==> src/dafd_pkg.sv <==
package dafd_pkg;
	// byte offsets inside one array entry
	localparam logic [31:0] DAFD_OFF_ADDR = 32'h0000_0000;
	localparam logic [31:0] DAFD_OFF_CNT = 32'h0000_0004;
	localparam logic [31:0] DAFD_OFF_CTL = 32'h0000_0006;
	localparam logic [31:0] DAFD_OFF_HOLD = 32'h0000_0008;
	localparam logic [31:0] DAFD_OFF_LINK_PLAIN = 32'h0000_0006;
	localparam logic [31:0] DAFD_OFF_LINK_STAT = 32'h0000_000C;
	// entry sizes in bytes
	localparam logic [31:0] DAFD_ENTRY_PLAIN = 32'h0000_0006;
	localparam logic [31:0] DAFD_ENTRY_STAT = 32'h0000_000C;
	// field lengths in bytes
	localparam logic [2:0] DAFD_LEN_ADDR = 3'h4;
	localparam logic [2:0] DAFD_LEN_WORD = 3'h2;
	// count value that terminates an array
	localparam logic [15:0] DAFD_CNT_END = 16'h0000;
	// reset values
	localparam logic [31:0] DAFD_RST_ADDR = 32'h0000_0000;
	localparam logic [15:0] DAFD_RST_WORD = 16'h0000;

	typedef enum logic [1:0] {
		DAFD_F_ADDR = 2'h0,
		DAFD_F_CNT = 2'h1,
		DAFD_F_CTL = 2'h2,
		DAFD_F_LINK = 2'h3
	} dafd_field_t;

	typedef enum logic [2:0] {
		DAFD_S_IDLE = 3'h0,
		DAFD_S_FETCH = 3'h1,
		DAFD_S_CAPT = 3'h3,
		DAFD_S_OFFER = 3'h2,
		DAFD_S_WRBACK = 3'h6,
		DAFD_S_DONE = 3'h7
	} dafd_state_t;
endpackage

==> src/dafd_lane_if.sv <==
`timescale 1ns/1ns
interface dafd_lane_if;
	logic clear;
	logic load;
	logic [1:0] unit;
	logic [15:0] data;
	logic bus16;
	logic little;
	logic [31:0] value;
	modport ctrl (output clear, load, unit, data, bus16, little, input value);
	modport lane (input clear, load, unit, data, bus16, little, output value);
endinterface

==> src/dafd_lane.sv <==
`timescale 1ns/1ns
module dafd_lane (
	// clock and reset
	input wire logic clk,
	input wire logic rstn,
	// assembler control
	dafd_lane_if.lane lp
);
	import dafd_pkg::*;

	logic [31:0] acc;
	logic [31:0] next_acc;

	// place each fetched unit by byte order: big shifts in, little indexes
	always_comb begin
		next_acc = acc;
		if (lp.clear) begin
			next_acc = DAFD_RST_ADDR;
		end else if (lp.load) begin
			if (lp.little && lp.bus16) begin
				next_acc[{lp.unit[0], 4'h0} +: 16] = lp.data;
			end else if (lp.little) begin
				next_acc[{lp.unit, 3'h0} +: 8] = lp.data[7:0];
			end else if (lp.bus16) begin
				next_acc = {acc[15:0], lp.data};
			end else begin
				next_acc = {acc[23:0], lp.data[7:0]};
			end
		end
	end

	always_ff @(posedge clk or negedge rstn) begin
		if (!rstn) begin
			acc <= DAFD_RST_ADDR;
		end else begin
			acc <= next_acc;
		end
	end

	assign lp.value = acc;

	property p_little16;
		@(posedge clk) disable iff (!rstn)
		lp.load && !lp.clear && lp.bus16 && lp.little && lp.unit == 2'h1 |=> lp.value[31:16] == $past(lp.data);
	endproperty
	a_little16: assert property (p_little16) else $error("little word not placed high");

	property p_little8;
		@(posedge clk) disable iff (!rstn)
		lp.load && !lp.clear && !lp.bus16 && lp.little && lp.unit == 2'h0 |=> lp.value[7:0] == $past(lp.data[7:0]);
	endproperty
	a_little8: assert property (p_little8) else $error("little first byte not placed low");

	property p_big8;
		@(posedge clk) disable iff (!rstn)
		lp.load && !lp.clear && !lp.bus16 && !lp.little
		|=> lp.value[7:0] == $past(lp.data[7:0]) && lp.value[31:8] == $past(lp.value[23:0]);
	endproperty
	a_big8: assert property (p_big8) else $error("big byte not shifted in");
endmodule // dafd_lane

==> src/dafd_fetch.sv <==
`timescale 1ns/1ns
// Functional notes
// - on an 8-bit big-end bus with frame status, entries are 12 bytes: address MSB first, count, status, holding, zero.
// - on an 8-bit little-end bus, address LSB first at 0-3 then count low and high at 4-5.
// - a zero count ends the array and the base address then points at that dummy entry.
// - in linked mode on a 16-bit big-end bus, a 32-bit next-array pointer follows the entry, upper word first.
// - in linked mode on a 16-bit little-end bus, address and pointer are lower word first.
// - in linked mode on an 8-bit bus, the pointer sits at bytes 6 to 9 after the six-byte entry.
// - with frame status enabled in linked mode, the pointer follows at offset 12.
// - status and control words are arranged the same for big-end and little-end arrays.
// - one control bit selects big-end or little-end reading of addresses and counts.
module dafd_fetch (
	// clock and reset
	input wire logic clk,
	input wire logic rstn,
	// channel control
	input wire logic start,
	input wire logic [31:0] base_addr,
	input wire logic bus16,
	input wire logic little_end,
	input wire logic linked_mode,
	input wire logic status_en,
	input wire logic is_rx,
	// memory port
	output logic mem_req,
	output logic mem_we,
	output logic [31:0] mem_addr,
	output logic [15:0] mem_wdata,
	input wire logic [15:0] mem_rdata,
	input wire logic mem_ack,
	// buffer hand-off
	output logic buf_valid,
	output logic [31:0] buf_addr,
	output logic [15:0] buf_count,
	output logic [15:0] buf_ctl_word,
	input wire logic buf_done,
	input wire logic [15:0] rx_status_block_word,
	input wire logic [15:0] rx_count_holding_word,
	// channel status
	output logic busy,
	output logic done,
	output logic [31:0] base_out
);
	import dafd_pkg::*;

	dafd_lane_if lif ();
	dafd_lane u_lane (
		.clk(clk),
		.rstn(rstn),
		.lp(lif.lane)
	);

	function automatic logic [1:0] last_unit(input logic [2:0] len, input logic w16);
		logic [2:0] n;
		n = w16 ? {1'b0, len[2:1]} : len;
		return 2'(n - 3'h1);
	endfunction

	function automatic logic [31:0] unit_addr(input logic [31:0] b, input logic [31:0] off,
		input logic [1:0] u, input logic w16);
		return b + off + (w16 ? {29'h0, u, 1'b0} : {30'h0, u});
	endfunction

	dafd_state_t state, next_state;
	dafd_field_t field, next_field;
	logic [1:0] unit, next_unit;
	logic [31:0] entry_base, next_entry_base;
	logic [31:0] link_ptr, next_link_ptr;
	logic [31:0] field_off, next_field_off;
	logic [15:0] hold_word, next_hold_word;
	logic wr_sel, next_wr_sel;
	logic next_mem_req, next_mem_we, next_buf_valid, next_done;
	logic [31:0] next_mem_addr, next_buf_addr;
	logic [15:0] next_mem_wdata, next_buf_count, next_buf_ctl_word;
	logic [31:0] step_base;
	logic [15:0] wr_word;
	logic wb_needed;

	// the lane follows the fetch; status words ignore the order bit
	assign lif.load = state == DAFD_S_FETCH && mem_ack;
	assign lif.clear = state == DAFD_S_CAPT;
	assign lif.unit = unit;
	assign lif.data = mem_rdata;
	assign lif.bus16 = bus16;
	assign lif.little = little_end && field != DAFD_F_CTL;

	// next entry address: pointer in linked mode, else the next slot
	assign step_base = linked_mode ? link_ptr : entry_base + (status_en ? DAFD_ENTRY_STAT : DAFD_ENTRY_PLAIN);
	assign wb_needed = status_en && is_rx;
	assign wr_word = wr_sel ? hold_word : rx_status_block_word;

	// descriptor walker
	always_comb begin
		next_state = state;
		next_field = field;
		next_unit = unit;
		next_entry_base = entry_base;
		next_link_ptr = link_ptr;
		next_field_off = field_off;
		next_hold_word = hold_word;
		next_wr_sel = wr_sel;
		next_mem_req = mem_req;
		next_mem_we = mem_we;
		next_mem_addr = mem_addr;
		next_mem_wdata = mem_wdata;
		next_buf_valid = buf_valid;
		next_buf_addr = buf_addr;
		next_buf_count = buf_count;
		next_buf_ctl_word = buf_ctl_word;
		next_done = 1'b0;
		case (state)
			DAFD_S_IDLE: begin
				if (start) begin
					next_entry_base = base_addr;
					next_field = DAFD_F_ADDR;
					next_field_off = DAFD_OFF_ADDR;
					next_unit = 2'h0;
					next_mem_addr = unit_addr(base_addr, DAFD_OFF_ADDR, 2'h0, bus16);
					next_mem_req = 1'b1;
					next_mem_we = 1'b0;
					next_state = DAFD_S_FETCH;
				end
			end
			DAFD_S_FETCH: begin
				if (mem_ack) begin
					if (unit == last_unit((field == DAFD_F_ADDR || field == DAFD_F_LINK) ? DAFD_LEN_ADDR
						: DAFD_LEN_WORD, bus16)) begin
						next_mem_req = 1'b0;
						next_state = DAFD_S_CAPT;
					end else begin
						next_unit = 2'(unit + 2'h1);
						next_mem_addr = unit_addr(entry_base, field_off, 2'(unit + 2'h1), bus16);
					end
				end
			end
			DAFD_S_CAPT: begin
				next_unit = 2'h0;
				next_state = DAFD_S_FETCH;
				next_mem_req = 1'b1;
				case (field)
					DAFD_F_ADDR: begin
						next_buf_addr = lif.value;
						next_field = DAFD_F_CNT;
						next_field_off = DAFD_OFF_CNT;
					end
					DAFD_F_CNT: begin
						next_buf_count = lif.value[15:0];
						if (lif.value[15:0] == DAFD_CNT_END) begin
							next_mem_req = 1'b0;
							next_state = DAFD_S_DONE;
							next_done = 1'b1;
						end else if (status_en) begin
							next_field = DAFD_F_CTL;
							next_field_off = DAFD_OFF_CTL;
						end else if (linked_mode) begin
							next_field = DAFD_F_LINK;
							next_field_off = DAFD_OFF_LINK_PLAIN;
						end else begin
							next_mem_req = 1'b0;
							next_buf_valid = 1'b1;
							next_state = DAFD_S_OFFER;
						end
					end
					DAFD_F_CTL: begin
						next_buf_ctl_word = lif.value[15:0];
						if (linked_mode) begin
							next_field = DAFD_F_LINK;
							next_field_off = DAFD_OFF_LINK_STAT;
						end else begin
							next_mem_req = 1'b0;
							next_buf_valid = 1'b1;
							next_state = DAFD_S_OFFER;
						end
					end
					default: begin
						next_link_ptr = lif.value;
						next_mem_req = 1'b0;
						next_buf_valid = 1'b1;
						next_state = DAFD_S_OFFER;
					end
				endcase
				next_mem_addr = unit_addr(entry_base, next_field_off, 2'h0, bus16);
			end
			DAFD_S_OFFER: begin
				if (buf_done) begin
					next_buf_valid = 1'b0;
					next_unit = 2'h0;
					next_mem_req = 1'b1;
					if (wb_needed) begin
						next_hold_word = rx_count_holding_word;
						next_wr_sel = 1'b0;
						next_mem_we = 1'b1;
						next_mem_addr = unit_addr(entry_base, DAFD_OFF_CTL, 2'h0, bus16);
						next_mem_wdata = bus16 ? rx_status_block_word : {8'h00, rx_status_block_word[15:8]};
						next_state = DAFD_S_WRBACK;
					end else begin
						next_entry_base = step_base;
						next_field = DAFD_F_ADDR;
						next_field_off = DAFD_OFF_ADDR;
						next_mem_addr = unit_addr(step_base, DAFD_OFF_ADDR, 2'h0, bus16);
						next_state = DAFD_S_FETCH;
					end
				end
			end
			DAFD_S_WRBACK: begin
				if (mem_ack) begin
					if (!bus16 && unit == 2'h0) begin
						next_unit = 2'h1;
						next_mem_addr = unit_addr(entry_base, wr_sel ? DAFD_OFF_HOLD : DAFD_OFF_CTL, 2'h1, bus16);
						next_mem_wdata = {8'h00, wr_word[7:0]};
					end else if (!wr_sel) begin
						next_wr_sel = 1'b1;
						next_unit = 2'h0;
						next_mem_addr = unit_addr(entry_base, DAFD_OFF_HOLD, 2'h0, bus16);
						next_mem_wdata = bus16 ? hold_word : {8'h00, hold_word[15:8]};
					end else begin
						next_mem_we = 1'b0;
						next_entry_base = step_base;
						next_field = DAFD_F_ADDR;
						next_field_off = DAFD_OFF_ADDR;
						next_unit = 2'h0;
						next_mem_addr = unit_addr(step_base, DAFD_OFF_ADDR, 2'h0, bus16);
						next_state = DAFD_S_FETCH;
					end
				end
			end
			DAFD_S_DONE: begin
				next_state = DAFD_S_IDLE;
			end
			default: begin
				next_state = DAFD_S_IDLE;
				next_mem_req = 1'b0;
				next_buf_valid = 1'b0;
			end
		endcase
	end

	always_ff @(posedge clk or negedge rstn) begin
		if (!rstn) begin
			state <= DAFD_S_IDLE;
			field <= DAFD_F_ADDR;
			unit <= 2'h0;
			entry_base <= DAFD_RST_ADDR;
			link_ptr <= DAFD_RST_ADDR;
			field_off <= DAFD_OFF_ADDR;
			hold_word <= DAFD_RST_WORD;
			wr_sel <= 1'b0;
			mem_req <= 1'b0;
			mem_we <= 1'b0;
			mem_addr <= DAFD_RST_ADDR;
			mem_wdata <= DAFD_RST_WORD;
			buf_valid <= 1'b0;
			buf_addr <= DAFD_RST_ADDR;
			buf_count <= DAFD_RST_WORD;
			buf_ctl_word <= DAFD_RST_WORD;
			busy <= 1'b0;
			done <= 1'b0;
		end else begin
			state <= next_state;
			field <= next_field;
			unit <= next_unit;
			entry_base <= next_entry_base;
			link_ptr <= next_link_ptr;
			field_off <= next_field_off;
			hold_word <= next_hold_word;
			wr_sel <= next_wr_sel;
			mem_req <= next_mem_req;
			mem_we <= next_mem_we;
			mem_addr <= next_mem_addr;
			mem_wdata <= next_mem_wdata;
			buf_valid <= next_buf_valid;
			buf_addr <= next_buf_addr;
			buf_count <= next_buf_count;
			buf_ctl_word <= next_buf_ctl_word;
			busy <= next_state != DAFD_S_IDLE;
			done <= next_done;
		end
	end

	// the walking entry address doubles as the base address register
	assign base_out = entry_base;

	property p_term_base;
		@(posedge clk) disable iff (!rstn)
		state == DAFD_S_CAPT && field == DAFD_F_CNT && lif.value[15:0] == DAFD_CNT_END
		|=> done && !mem_req && base_out == $past(entry_base) ##1 !busy;
	endproperty
	a_term_base: assert property (p_term_base) else $error("zero count did not end at dummy entry");

	property p_step_plain;
		@(posedge clk) disable iff (!rstn)
		state == DAFD_S_OFFER && buf_done && !linked_mode && !wb_needed
		|=> mem_addr == $past(entry_base) + ($past(status_en) ? DAFD_ENTRY_STAT : DAFD_ENTRY_PLAIN);
	endproperty
	a_step_plain: assert property (p_step_plain) else $error("next entry not at entry size");

	property p_link_stat;
		@(posedge clk) disable iff (!rstn)
		state == DAFD_S_CAPT && field == DAFD_F_CTL && linked_mode |=> mem_addr == entry_base + DAFD_OFF_LINK_STAT;
	endproperty
	a_link_stat: assert property (p_link_stat) else $error("pointer not fetched at offset 12");

	property p_link_plain;
		@(posedge clk) disable iff (!rstn)
		state == DAFD_S_CAPT && field == DAFD_F_CNT && lif.value[15:0] != DAFD_CNT_END && !status_en && linked_mode
		|=> field == DAFD_F_LINK && mem_addr == entry_base + DAFD_OFF_LINK_PLAIN;
	endproperty
	a_link_plain: assert property (p_link_plain) else $error("pointer not fetched at offset 6");

	property p_link_follow;
		@(posedge clk) disable iff (!rstn)
		state == DAFD_S_OFFER && buf_done && linked_mode && !wb_needed |=> base_out == $past(link_ptr);
	endproperty
	a_link_follow: assert property (p_link_follow) else $error("chain did not follow pointer");

	property p_ctl_order;
		@(posedge clk) disable iff (!rstn)
		state == DAFD_S_FETCH && field == DAFD_F_CTL |-> !lif.little;
	endproperty
	a_ctl_order: assert property (p_ctl_order) else $error("control word order follows end bit");

	property p_order_bit;
		@(posedge clk) disable iff (!rstn)
		state == DAFD_S_FETCH && field != DAFD_F_CTL |-> lif.little == little_end;
	endproperty
	a_order_bit: assert property (p_order_bit) else $error("byte order not taken from control bit");

	property p_req_held;
		@(posedge clk) disable iff (!rstn)
		mem_req && !mem_ack |=> mem_req && $stable(mem_addr);
	endproperty
	a_req_held: assert property (p_req_held) else $error("memory request dropped before answer");

	c_term: cover property (@(posedge clk) disable iff (!rstn) done);
	c_link: cover property (@(posedge clk) disable iff (!rstn) state == DAFD_S_CAPT && field == DAFD_F_LINK);
	c_wback: cover property (@(posedge clk) disable iff (!rstn) state == DAFD_S_WRBACK && mem_ack && wr_sel);
endmodule // dafd_fetch

==> config.mk <==
export PLATFORM = sky130hd
export DESIGN_NAME = dafd_fetch
export DESIGN_NICKNAME = d
export VERILOG_FILES = /design/src/dafd_pkg.sv /design/src/dafd_lane_if.sv /design/src/dafd_lane.sv /design/src/dafd_fetch.sv
export SDC_FILE = /design/constraint.sdc
export NUM_CORES = 1
export LEC_CHECK = 0
export BUFFER_PORTS_ARGS = -buffer_cell sky130_fd_sc_hd__clkbuf_2
export CAP_MARGIN = 20
export CELL_PAD_IN_SITES_DETAIL_PLACEMENT = 1
export CELL_PAD_IN_SITES_GLOBAL_PLACEMENT = 1
export CORE_MARGIN = 1
export CORE_UTILIZATION = 30
export DETAILED_ROUTE_END_ITERATION = 10
export PLACE_DENSITY = 0.64
export SLEW_MARGIN = 20
export SYNTH_ARGS = -nofsm -noshare
export SYNTH_HDL_FRONTEND = slang
export SYNTH_HIERARCHICAL = 1
export SYNTH_SLANG_ARGS = --single-unit
==> constraint.sdc <==
create_clock -name clk -period 4.95 [get_ports clk]
set_input_delay 0.2475 -clock clk [delete_from_list [all_inputs] [get_ports clk]]
set_output_delay 0.2475 -clock clk [all_outputs]
set_load 0.01 [all_outputs]
==> results of run 1 <==
-- metal layers --
layer	track usage, %	up-vias	wire length (um)
met4	11.1	4	3770
met3	3.65	190	4580
li1	-	8859	-
met5	0	-	32
met1	34.0	10100	39500
met2	44.1	671	43900
-- power by group --
group | leakage [uW] | switching, uW | internal (uW)
sequential | 0.00347 | 1090 | 3080
clock | 0.000653 | 1130 | 1900
combinational | 0.00687 | 5350 | 3110
-- layout make-up --
class,instances,area (um^2)
antenna,4,10.0
clock buffer,44,982
clock inverter,21,388
fill,7779,42900
inverter,56,210
multi-input combinational,1815,12800
sequential,269,6730
tap,873,1090
timing repair buffer,343,2080
-- worst max-delay path by stage --
stage	start	endpoint	slack, ns
floorplan	field[0]$_DFFE_PN0P_	mem_addr[28]$_DFFE_PN0P_	0.50
global placement	u_lane/lp.value[1]$_DFFE_PN0P_	mem_addr[28]$_DFFE_PN0P_	0.50
detailed placement	u_lane/lp.value[6]$_DFFE_PN0P_	mem_addr[26]$_DFFE_PN0P_	0.42
CTS	u_lane/lp.value[6]$_DFFE_PN0P_	mem_addr[26]$_DFFE_PN0P_	0.36
global route	u_lane/lp.value[6]$_DFFE_PN0P_	mem_addr[26]$_DFFE_PN0P_	0.09
finish	u_lane/lp.value[6]$_DFFE_PN0P_	mem_addr[28]$_DFFE_PN0P_	0.27
-- logic make-up (layout without fill, tap and decap cells) --
kind of cell / Yosys count / after routing / synth area share [%]
AOI/OAI and AO/OA: 693 / 693 / 22.1
xor gates and xnor gates: 127 / 127 / 5.47
adders and majority gates: 120 / 120 / 7.64
buffers and inverters: 207 / 464 / 4.42
DFF: 269 / 269 / 33.1
muxes: 199 / 199 / 10.7
other: 0 / 4 / 0
and+or+nand+nor: 676 / 676 / 16.6
-- repair_timing --
item | in CTS | in global routing
resized for setup | 0 | 0
hold endpoints to repair | 98 | 0
hold buffers | 28 | 0
-- flip-flops by register name, summed over array words and instances, names as in the netlist --
register	cells
link_ptr	32
mem_wdata	16
hold_word	16
lif.unit	2
field	2
u_lane/lp.value	32
buf_addr	32
mem_we	1
done	1
base_out	32
state	3
busy	1
buf_ctl_word	16
mem_addr	32
field_off	32
mem_req	1
buf_count	16
wr_sel	1
buf_valid	1
-- metrics by stage --
step	instance area, um^2	utilization, %	total power, uW	hold WS, ns
after CTS	24300	36.2	15700	0.000483
after floorplan	20400	-	8900	-0.0481
final	24300	36.2	15700	0.0159
after global placement	22600	33.7	12300	0.282
after global routing	24300	36.2	16600	0.0349
after detailed placement	22600	33.7	12500	0.281
-- layout by cell type, fill, tap and decap left out, types with 13 or more instances in the layout --
cell and instances:
a211oi_1 28, a21o_1 37, a21oi_1 188, a22o_1 13, a22oi_1 14, a31oi_1 27
and2_1 39, and3_1 28, buf_4 75, clkbuf_16 37, clkbuf_2 237, dfrtp_1 269
dlygate4sd3_1 28, ha_1 113, inv_1 53, mux2_2 138, mux2i_1 53, nand2_1 221
nand2b_1 25, nand3_1 46, nand4_1 25, nor2_1 128, nor2b_1 43, nor3_1 32
nor4_1 20, o211ai_1 13, o21ai_0 184, o21bai_1 14, o221ai_1 26, o22ai_1 13
o31ai_1 13, or3_1 19, xnor2_1 70, xor2_1 57
-- worst reg2reg max path, stage by stage (launching register included) --
cell       delay (ns)
dfrtp_1          0.46
nor4_1           0.50
and4_1           0.52
a21o_1           0.16
nor2_1           0.04
o21ai_0          0.17
o21ai_0          0.15
inv_1            0.12
fa_1             0.27
nor2b_4          0.06
o31a_1           0.30
o31ai_4          0.39
a2111oi_2        0.15
a2111o_2         0.56
a41o_1           0.27
a211oi_2         0.18
xor2_1           0.17
o22ai_1          0.09
==> out/qor.yml, run 1 <==
worst_setup_path:
  cp.arrival_ns: 5.10
  cp.depth: 17
  crit_family: "compound AO/OA/AOI/OAI gates"
  timing.rr.start: "u_lane/lp.value[6]$_DFFE_PN0P_"
  path_cells: "nor4_1 -> and4_1 -> a21o_1 -> nor2_1 -> o21ai_0 -> o21ai_0 -> inv_1 -> fa_1 -> nor2b_4 -> o31a_1 -> o31ai_4 -> a2111oi_2 -> a2111o_2 -> a41o_1 -> a211oi_2 -> xor2_1 -> o22ai_1"
  slowest_delay_ns: 0.56
  slowest_stage: "a2111o_2"
  crit_path_start_kind: "flop"
  worst-path-buf-inv: 1
  r2r_setup_slack_ns: 0.27
  crit_required_ns: 5.37
  r2r.worst_path.cells: 17
  crit_type: "reg -> reg"
  cp_max_fo: 7
  endpoint_kind: "flop"
  critical_path.most_common_cell: "o21ai_0"
  worstReg2RegEnd: "mem_addr[28]$_DFFE_PN0P_"
clocking:
  clkSlewWorstSetupHoldPaths_ns: 0.06
  h-tree-depth: 2
  clockRootBuffer: "clkbuf_16"
  postCtsSetupRepairBufs: 0
  cts_buffers: 36
  cts_tree: "yes"
  cts_num_sinks: 269
  clk_latency_ns: 0.57
  clockBufferDepth: 3
synth:
  synth_cell_types: 103
  async_flop_share_pct: 100
  netlist_area_um2: 20400
  ys_top_cells_by_count: "dfrtp_1, nand2_1, a21oi_1"
  synth.largest_area_cell: "dfrtp_1"
  synth_nets: 2501
  avgSynthCellArea_um2: 8.88
  synth-edff-count: 0
  yosys_warnings: 6
  ys_seq_area_share_pct: 33.1
  yosysMostFrequentCell: "dfrtp_1"
  synth_top_area_share_pct: 33.1
  synthTopCellsByArea: "dfrtp_1, mux2_2, ha_1, a21oi_1, o21ai_0"
  ys_ff_latch: 269
  syn_inst: 2291
  synth_flop_cell: "dfrtp_1"
power_and_ir_drop:
  vdd_drop_max_mv: 0.300
  cellLeakagePower_uw: 0.0110
  power.density_nw_per_um2: 645
grt:
  grt_usage_pct: 26.3
  antenna_found_initial: 6
  grt_max_degree: 145
  grt_overflow_total: 0
  grt_pass1_wl_mm: 138
  first_global_vias: 20800
worst_hold_path:
  hold-path-endpoint: "base_out[4]$_DFFE_PN0P_"
  worst_hold_startpoint: "base_addr[4]"
  min_path_cells: 3
  hold_class: "in -> reg"
floorplanning:
  core_area_um2: 67200
  pin_count: 239
  die_h_um: 262
  rows: 95
  die_area_um2: 68900
  dieWidth_um: 262
  start_util_pct: 30.3
job:
  drv_cap: 0
placement:
  placed_cells: 3328
  port_buffers: 238
  gp_congestion: 1.03
  dp_hpwl_mm: 68.0
  pre_cts_slack_ns: 0.424
routing:
  drcViolationCount: 0
  ant_nets: 0
  drtIter0Drc: 1396
  vias_per_cell: 5.78
  vias: 19800
  first_pass_iters: 5
  route.final.wire_length_mm: 91.8
  wl_per_cell_um: 26.8
sta:
  setup_violations: 0
  hold_violations: 0
  skew_ns: 0.0265
  fin_crit_sh_pct: 94.6
  fin_crit_ns: 4.68
  report.final.slew_viol_count: 0
  worst_slack_ns: 0.268
  slew_headroom_pct: 28.1
  tns_ns: 0
  fmax_mhz: 214
  rsz0062_at_grt: "false"
  tightest_slew_ns: 1.05
finish:
  synthToLayoutAreaGrowth_pct: 19.3
  drive_gt1_share_pct: 22.6
  fin_cells: 3425
  fin_nets: 2731
outcome:
  status: "complete, no violations"
Note: power is estimated with default switching activity, not from simulation.
==> inputs of run 2 (changes only) <==
--- a/config.mk
+++ b/config.mk
@@ -9,7 +9,6 @@
 export CAP_MARGIN = 20
 export CELL_PAD_IN_SITES_DETAIL_PLACEMENT = 1
 export CELL_PAD_IN_SITES_GLOBAL_PLACEMENT = 1
-export CORE_MARGIN = 1
 export CORE_UTILIZATION = 30
 export DETAILED_ROUTE_END_ITERATION = 10
 export PLACE_DENSITY = 0.64
==> constraint.sdc (replaced) <==
create_clock -name clk -period 5.88 [get_ports clk]
set_input_delay 0.294 -clock clk [delete_from_list [all_inputs] [get_ports clk]]
set_output_delay 0.294 -clock clk [all_outputs]
set_load 0.01 [all_outputs]
==> run 2 against run 1 <==
Compared with the run above:
- sequential share of layout area grew 0.58 points
- register-to-register slack gained 0.64 ns
- non-clock buffer count decreased by 51
- wire length shrank 3.4%
- total power decreased by 19%
- critical endpoint is now mem_addr[29]$_DFFE_PN0P_
- critical path depth unchanged
- clock skew down 0.0026 ns
- worst hold slack gained 0.028 ns
- design area shrank 2.0%
- count of clock-buffer cells in the layout is 1 lower
==> out/qor.yml, run 2 (synthesis results as in run 1) <==
sta:
  fin_crit_sh_pct: 84.5  # -10 points
  rsz0062_at_grt: "false"
  setup_violations: 0  # unchanged
  slew_headroom_pct: 25.5  # -2.6 points
  tns_ns: 0  # unchanged
  tightest_slew_ns: 1.12  # +0.0656 ns
  hold_violations: 0  # unchanged
  skew_ns: 0.0239  # -0.00259 ns
  fmax_mhz: 201  # -5.8%
  report.final.slew_viol_count: 0  # unchanged
  fin_crit_ns: 4.97  # +0.286 ns
floorplanning:
  start_util_pct: 30.3  # unchanged
  dieWidth_um: 262  # unchanged
  rows: 95  # unchanged
  core_area_um2: 67200  # unchanged
  die_area_um2: 68900  # unchanged
  pin_count: 239  # unchanged
  die_h_um: 262  # unchanged
clocking:
  clkSlewWorstSetupHoldPaths_ns: 0.06  # about the same
  cts_tree: "yes"
  clk_latency_ns: 0.57  # about the same
  cts_num_sinks: 269  # unchanged
  clockBufferDepth: 3  # unchanged
  h-tree-depth: 2  # unchanged
  clockRootBuffer: "clkbuf_16"
  cts_buffers: 36  # unchanged
  postCtsSetupRepairBufs: 0  # unchanged
grt:
  grt_usage_pct: 25.5  # -0.86 points
  first_global_vias: 20300  # -2.2%
  grt_pass1_wl_mm: 134  # -2.9%
  grt_overflow_total: 0  # unchanged
  grt_max_degree: 164  # +13%
  antenna_found_initial: 4  # -2
power_and_ir_drop:
  power.density_nw_per_um2: 536  # -17%
  cellLeakagePower_uw: 0.0107  # -2.5%
  vdd_drop_max_mv: 0.219  # -27%
worst_setup_path:
  endpoint_kind: "flop"
  timing.rr.start: "u_lane/lp.value[2]$_DFFE_PN0P_"
  r2r_setup_slack_ns: 0.91  # +0.64 ns
  crit_path_start_kind: "flop"
  cp.arrival_ns: 5.39  # +0.29 ns
  r2r.worst_path.cells: 17  # unchanged
  crit_type: "reg -> reg"
  cp_max_fo: 8  # +1
  worstReg2RegEnd: "mem_addr[29]$_DFFE_PN0P_"
  crit_required_ns: 6.31  # +0.94 ns
routing:
  top_layer_used: "met5"
  wl_met1_mm: 38.8  # -2.0%
  vias_per_cell: 5.77  # -0.24%
  drtIter0Drc: 1382  # -1.0%
  ant_nets: 0  # unchanged
  route.final.wire_length_mm: 88.7  # -3.4%
  met2WireLength_mm: 42.8  # -2.5%
  vias: 19400  # -1.8%
  route.met3.wl_mm: 4.58  # +0.15%
  wl_per_cell_um: 26.3  # -1.8%
  drcViolationCount: 0  # unchanged
  first_pass_iters: 5  # unchanged
finish:
  final_cell_mix: "dfrtp_1, clkbuf_2, nand2_1"
  fin_cells: 3371  # -1.6%
  layout_commonest_cell: "dfrtp_1"
  fin_nets: 2680  # -1.9%
  nFillCells: 7826  # +0.60%
  seq_area_um2: 6730  # unchanged
  multi_input_area_um2: 12800  # about the same
  utilization_pct: 35.4  # -0.74 points
  stdcell_area_um2: 23800  # -2.0%
  synthToLayoutAreaGrowth_pct: 16.9
  drive_gt1_share_pct: 21.5  # -1.1 points
placement:
  dp_hpwl_mm: 66.1  # -2.7%
  gp_congestion: 1.00  # -3.2%
  placed_area_um2: 22300  # -1.4%
  port_buffers: 238  # unchanged
  placed_cells: 3288  # -1.2%
worst_hold_path:
  hold_class: "in -> reg"
  hold-path-endpoint: "base_out[0]$_DFFE_PN0P_"
  min_path_cells: 3  # unchanged
  worst_hold_startpoint: "base_addr[0]"
job:
  drv_cap: 0  # unchanged
outcome:
  status: "complete, no violations"
-- run 2: cell count changes in the layout (fill, tap and decap cells not counted), moves of 2 or more --
cell and change:
buf_4 -39, bufinv_16 -2, clkbuf_8 -2, clkinv_2 +3
diode_2 -3, dlygate4sd3_1 -11
-- run 2: worst max path at each step --
stage	depth (start not counted)	start	slack [ns]	endpoint
floorplan	20	field[0]$_DFFE_PN0P_	1.43	mem_addr[28]$_DFFE_PN0P_
global placement	17	u_lane/lp.value[2]$_DFFE_PN0P_	1.11	mem_addr[29]$_DFFE_PN0P_
detailed placement	17	u_lane/lp.value[2]$_DFFE_PN0P_	1.09	mem_addr[29]$_DFFE_PN0P_
CTS	17	u_lane/lp.value[2]$_DFFE_PN0P_	1.05	mem_addr[29]$_DFFE_PN0P_
global route	17	u_lane/lp.value[2]$_DFFE_PN0P_	0.76	mem_addr[29]$_DFFE_PN0P_
finish	17	u_lane/lp.value[2]$_DFFE_PN0P_	0.91	mem_addr[29]$_DFFE_PN0P_
-- run 2: per-layer routing --
layer | up-vias | track usage [%]
met3 | 137 | 3.68
met4 | 4 | 7.79
met2 | 608 | 43.3
li1 | 8744 | -
met1 | 9946 | 33.3
met5 | - | 0
-- run 2: final cells by class --
cell class,instances,area share [%]
antenna,1,0.0105
clock buffer,43,4.03
clock inverter,22,1.44
inverter,56,0.883
multi-input combinational,1815,53.8
sequential,269,28.3
tap,873,4.59
timing repair buffer,292,6.98
-- run 2: through the flow --
| step | hold WS, ns | power, uW | worst slack [ns] |
|---|---|---|---|
| 6_report | 0.0436 | 12800 | 0.912 |
| 4_1_cts | 0.0212 | 12800 | 1.05 |
| 5_1_grt | 0.0642 | 13600 | 0.764 |
| 3_5_place_dp | 0.214 | 10300 | 1.09 |
| 2_1_floorplan | -0.00159 | 7490 | 1.43 |
| 3_3_place_gp | 0.213 | 10100 | 1.11 |
-- run 2: what timing repair did --
| action | 4_1_cts | 5_1_grt |
|---|---|---|
| hold endpoints to repair | 53 | 0 |
| hold buffers | 17 | 0 |
| gates resized for setup | 0 | 0 |
-- run 2: power breakdown --
part / switching [uW] / leakage (uW) / internal [uW]
combinational: 4080 / 0.00662 / 2470
sequential: 1200 / 0.00347 / 2580
clock: 933 / 0.000624 / 1490
-- run 2: worst max-delay path, stage by stage, from the launching register on --
cell	delay, ns
dfrtp_1	0.51
nor4_1	0.36
and4_1	0.43
a21o_1	0.14
nand2_1	0.06
nand2_1	0.09
a21oi_1	0.06
nor2_1	0.24
ha_1	0.34
and2_1	0.20
a41o_2	0.27
o21ai_0	0.54
nand2_1	0.31
a21oi_1	0.46
o21ai_0	0.24
a311o_1	0.38
nand3_1	0.09
a31oi_1	0.10
==> inputs of run 3 (changes only) <==
==> constraint.sdc (replaced) <==
create_clock -name clk -period 5.09 [get_ports clk]
set_input_delay 0.2545 -clock clk [delete_from_list [all_inputs] [get_ports clk]]
set_output_delay 0.2545 -clock clk [all_outputs]
set_load 0.01 [all_outputs]
==> run 3 against run 2 <==
Compared with the run above:
- sequential power is 9.8% higher
- design area is 1.4% higher
- maximum frequency is 7.0% higher
- die area stayed put
- setup slack worse by 0.46 ns
- register-to-register slack worse by 0.46 ns
- total power is 16% higher
- core utilization is 0.48 points higher
- first-iteration DRC count is 7.1% higher
- via count is 1.8% higher
==> out/qor.yml, run 3 (synthesis results as in run 1) <==
power_and_ir_drop:
  cellLeakagePower_uw: 0.0109  # +1.8%
  switchingPower_uw: 7320  # +18%
  pwr-share-seq_pct: 28.1  # -1.6 points
  pwr-share-comb_pct: 53.7  # +2.4 points
  power.density_nw_per_um2: 615  # +15%
  vdd_drop_max_mv: 0.318  # +45%
  internal_power_uw: 7530  # +15%
  swShare_pct: 49.3  # +0.58 points
  pwr-share-clk_pct: 18.2  # -0.8 points
routing:
  first_pass_iters: 5  # unchanged
  drtIter0Drc: 1480  # +7.1%
  ant_nets: 0  # unchanged
  vias: 19800  # +1.8%
  vias_per_cell: 5.79  # +0.44%
  drcViolationCount: 0  # unchanged
  wl_per_cell_um: 26.6  # +1.1%
  route.final.wire_length_mm: 91.0  # +2.5%
floorplanning:
  die_area_um2: 68900  # unchanged
  rows: 95  # unchanged
  pin_count: 239  # unchanged
  dieWidth_um: 262  # unchanged
  core_area_um2: 67200  # unchanged
  start_util_pct: 30.3  # unchanged
  die_h_um: 262  # unchanged
sta:
  fmax_mhz: 215  # +7.0%
  setup_violations: 0  # unchanged
  slew_headroom_pct: 23.0  # -2.6 points
  tns_ns: 0  # unchanged
  rsz0062_at_grt: "false"
  hold_violations: 0  # unchanged
  tightest_slew_ns: 1.13  # +0.00919 ns
  skew_ns: 0.0283  # +0.00448 ns
  fin_crit_sh_pct: 91.2  # +6.7 points
  worst_slack_ns: 0.448  # -0.464 ns
  fin_crit_ns: 4.64  # -0.326 ns
  report.final.slew_viol_count: 0  # unchanged
placement:
  dp_hpwl_mm: 67.1  # +1.4%
  pre_cts_slack_ns: 0.521  # -0.567 ns
  gp_congestion: 0.960  # -4.0%
  port_buffers: 238  # unchanged
grt:
  grt_overflow_total: 0  # unchanged
  grt_usage_pct: 25.9  # +0.39 points
  first_global_vias: 20600  # +1.4%
  grt_pass1_wl_mm: 136  # +1.4%
  antenna_found_initial: 3  # -1
  grt_max_degree: 153  # -6.7%
worst_hold_path:
  worst_hold_startpoint: "base_addr[18]"
  hold_class: "in -> reg"
clocking:
  clockRootBuffer: "clkbuf_16"
  clk_latency_ns: 0.59  # +0.02 ns
  clkSlewWorstSetupHoldPaths_ns: 0.07  # about the same
  h-tree-depth: 2  # unchanged
  cts_buffers: 36  # unchanged
  cts_tree: "yes"
  cts_num_sinks: 269  # unchanged
  clockBufferDepth: 3  # unchanged
finish:
  layout_commonest_cell: "dfrtp_1"
  drive_gt1_share_pct: 22.1  # +0.60 points
  fin_nets: 2724  # +1.6%
  nFillCells: 7877  # +0.65%
  final_cell_mix: "dfrtp_1, clkbuf_2, nand2_1"
  synthToLayoutAreaGrowth_pct: 18.5
worst_setup_path:
  endpoint_kind: "flop"
  startpoint: "lif.unit[1]$_DFFE_PN0P_"
  r2r.worst_path.cells: 16  # -1
  cp.arrival_ns: 5.08  # -0.31 ns
  crit_path_start_kind: "flop"
  crit_type: "reg -> reg"
  worstReg2RegEnd: "mem_addr[19]$_DFFE_PN0P_"
  r2r_setup_slack_ns: 0.45  # -0.46 ns
  cp-endpoint: "mem_addr[19]$_DFFE_PN0P_"
  cp_max_fo: 6  # -2
  crit_required_ns: 5.53  # -0.78 ns
  timing.rr.start: "lif.unit[1]$_DFFE_PN0P_"
outcome:
  status: "complete, no violations"
job:
  drv_cap: 0  # unchanged
[run 3: changes by cell type in the layout (fill, tap and decap cells not counted), moves of 2 or more]
cell / previous run / this run
clkinvlp_4: 4 / 1
bufinv_16: 7 / 3
dlygate4sd3_1: 17 / 36
buf_4: 36 / 61
inv_16: 0 / 2
clkbuf_8: 1 / 7
clkinv_2: 6 / 10
inv_6: 3 / 1
[run 3: final cells by class]
| class | count | area [um^2] | share of cell area, % |
|---|---|---|---|
| diodes | 2 | 5.00 | 0.0208 |
| inverters | 56 | 210 | 0.872 |
| clock inverters | 18 | 226 | 0.939 |
| flip-flops and latches | 269 | 6730 | 27.9 |
| repair buffers | 336 | 2040 | 8.46 |
| clock buffers | 48 | 1020 | 4.21 |
| multi-input cells | 1815 | 12800 | 53.1 |
| well taps | 873 | 1090 | 4.53 |
[run 3: power by group through the flow]
| stage | Clock (uW) | Combinational [uW] | Sequential [uW] |
|---|---|---|---|
| 6_report | 2700 | 7980 | 4160 |
| 5_1_grt | 2850 | 8620 | 4270 |
| 4_1_cts | 2780 | 7950 | 4150 |
| 3_5_place_dp | 0 | 7880 | 4190 |
| 3_3_place_gp | 0 | 7710 | 4150 |
| 2_1_floorplan | 0 | 4800 | 3850 |
[run 3: worst min path at each step]
stage / to / slack (ns) / cells after the start
after floorplan: base_out[0]$_DFFE_PN0P_ / -0.04 / 0
after global placement: field_off[17]$_DFFE_PN0P_ / 0.27 / 1
after detailed placement: field_off[17]$_DFFE_PN0P_ / 0.27 / 1
after CTS: base_out[18]$_DFFE_PN0P_ / 0.002 / 3
after global routing: base_out[18]$_DFFE_PN0P_ / 0.003 / 3
final: base_out[18]$_DFFE_PN0P_ / 0.009 / 3
[run 3: worst max-delay path, cell delays in order, from the launching register on]
cell      delay (ns)
dfrtp_1         0.44
inv_1           0.10
ha_1            0.33
mux2i_1         0.13
fa_1            0.49
inv_1           0.04
ha_1            0.25
fa_1            0.44
a211oi_1        0.36
o21bai_1        0.17
a21o_1          0.24
a21oi_1         0.48
o21ai_0         0.26
a21o_1          0.23
a21oi_1         0.18
mux2i_1         0.24
a31oi_1         0.12
[run 3: metrics by stage]
stage          util, %  area, um^2  power (uW)  hold WS (ns)  std cells
2_1_floorplan        -       20400        8650       -0.0411       2291
5_1_grt           35.9       24100       15700       0.00281       3415
6_report          35.9       24100       14800       0.00856       3417
4_1_cts           35.9       24100       14900       0.00206       3415
3_3_place_gp      33.5       22500       11900         0.266       3313
3_5_place_dp      33.5       22500       12100         0.271       3313
[run 3: per-layer routing]
layer / global-route usage [%] / up-vias / routed length (um)
met3: 3.93 / 171 / 4830
met1: 33.4 / 10100 / 39100
met4: 9.98 / 4 / 3480
li1: - / 8856 / -
met5: 0 / - / 34
met2: 43.3 / 633 / 43500
[run 3: repair_timing]
item,CTS,global route
hold buffers,36,0
gates resized for setup,0,0
buffers inserted,0,0
endpoints found under the hold margin,104,0
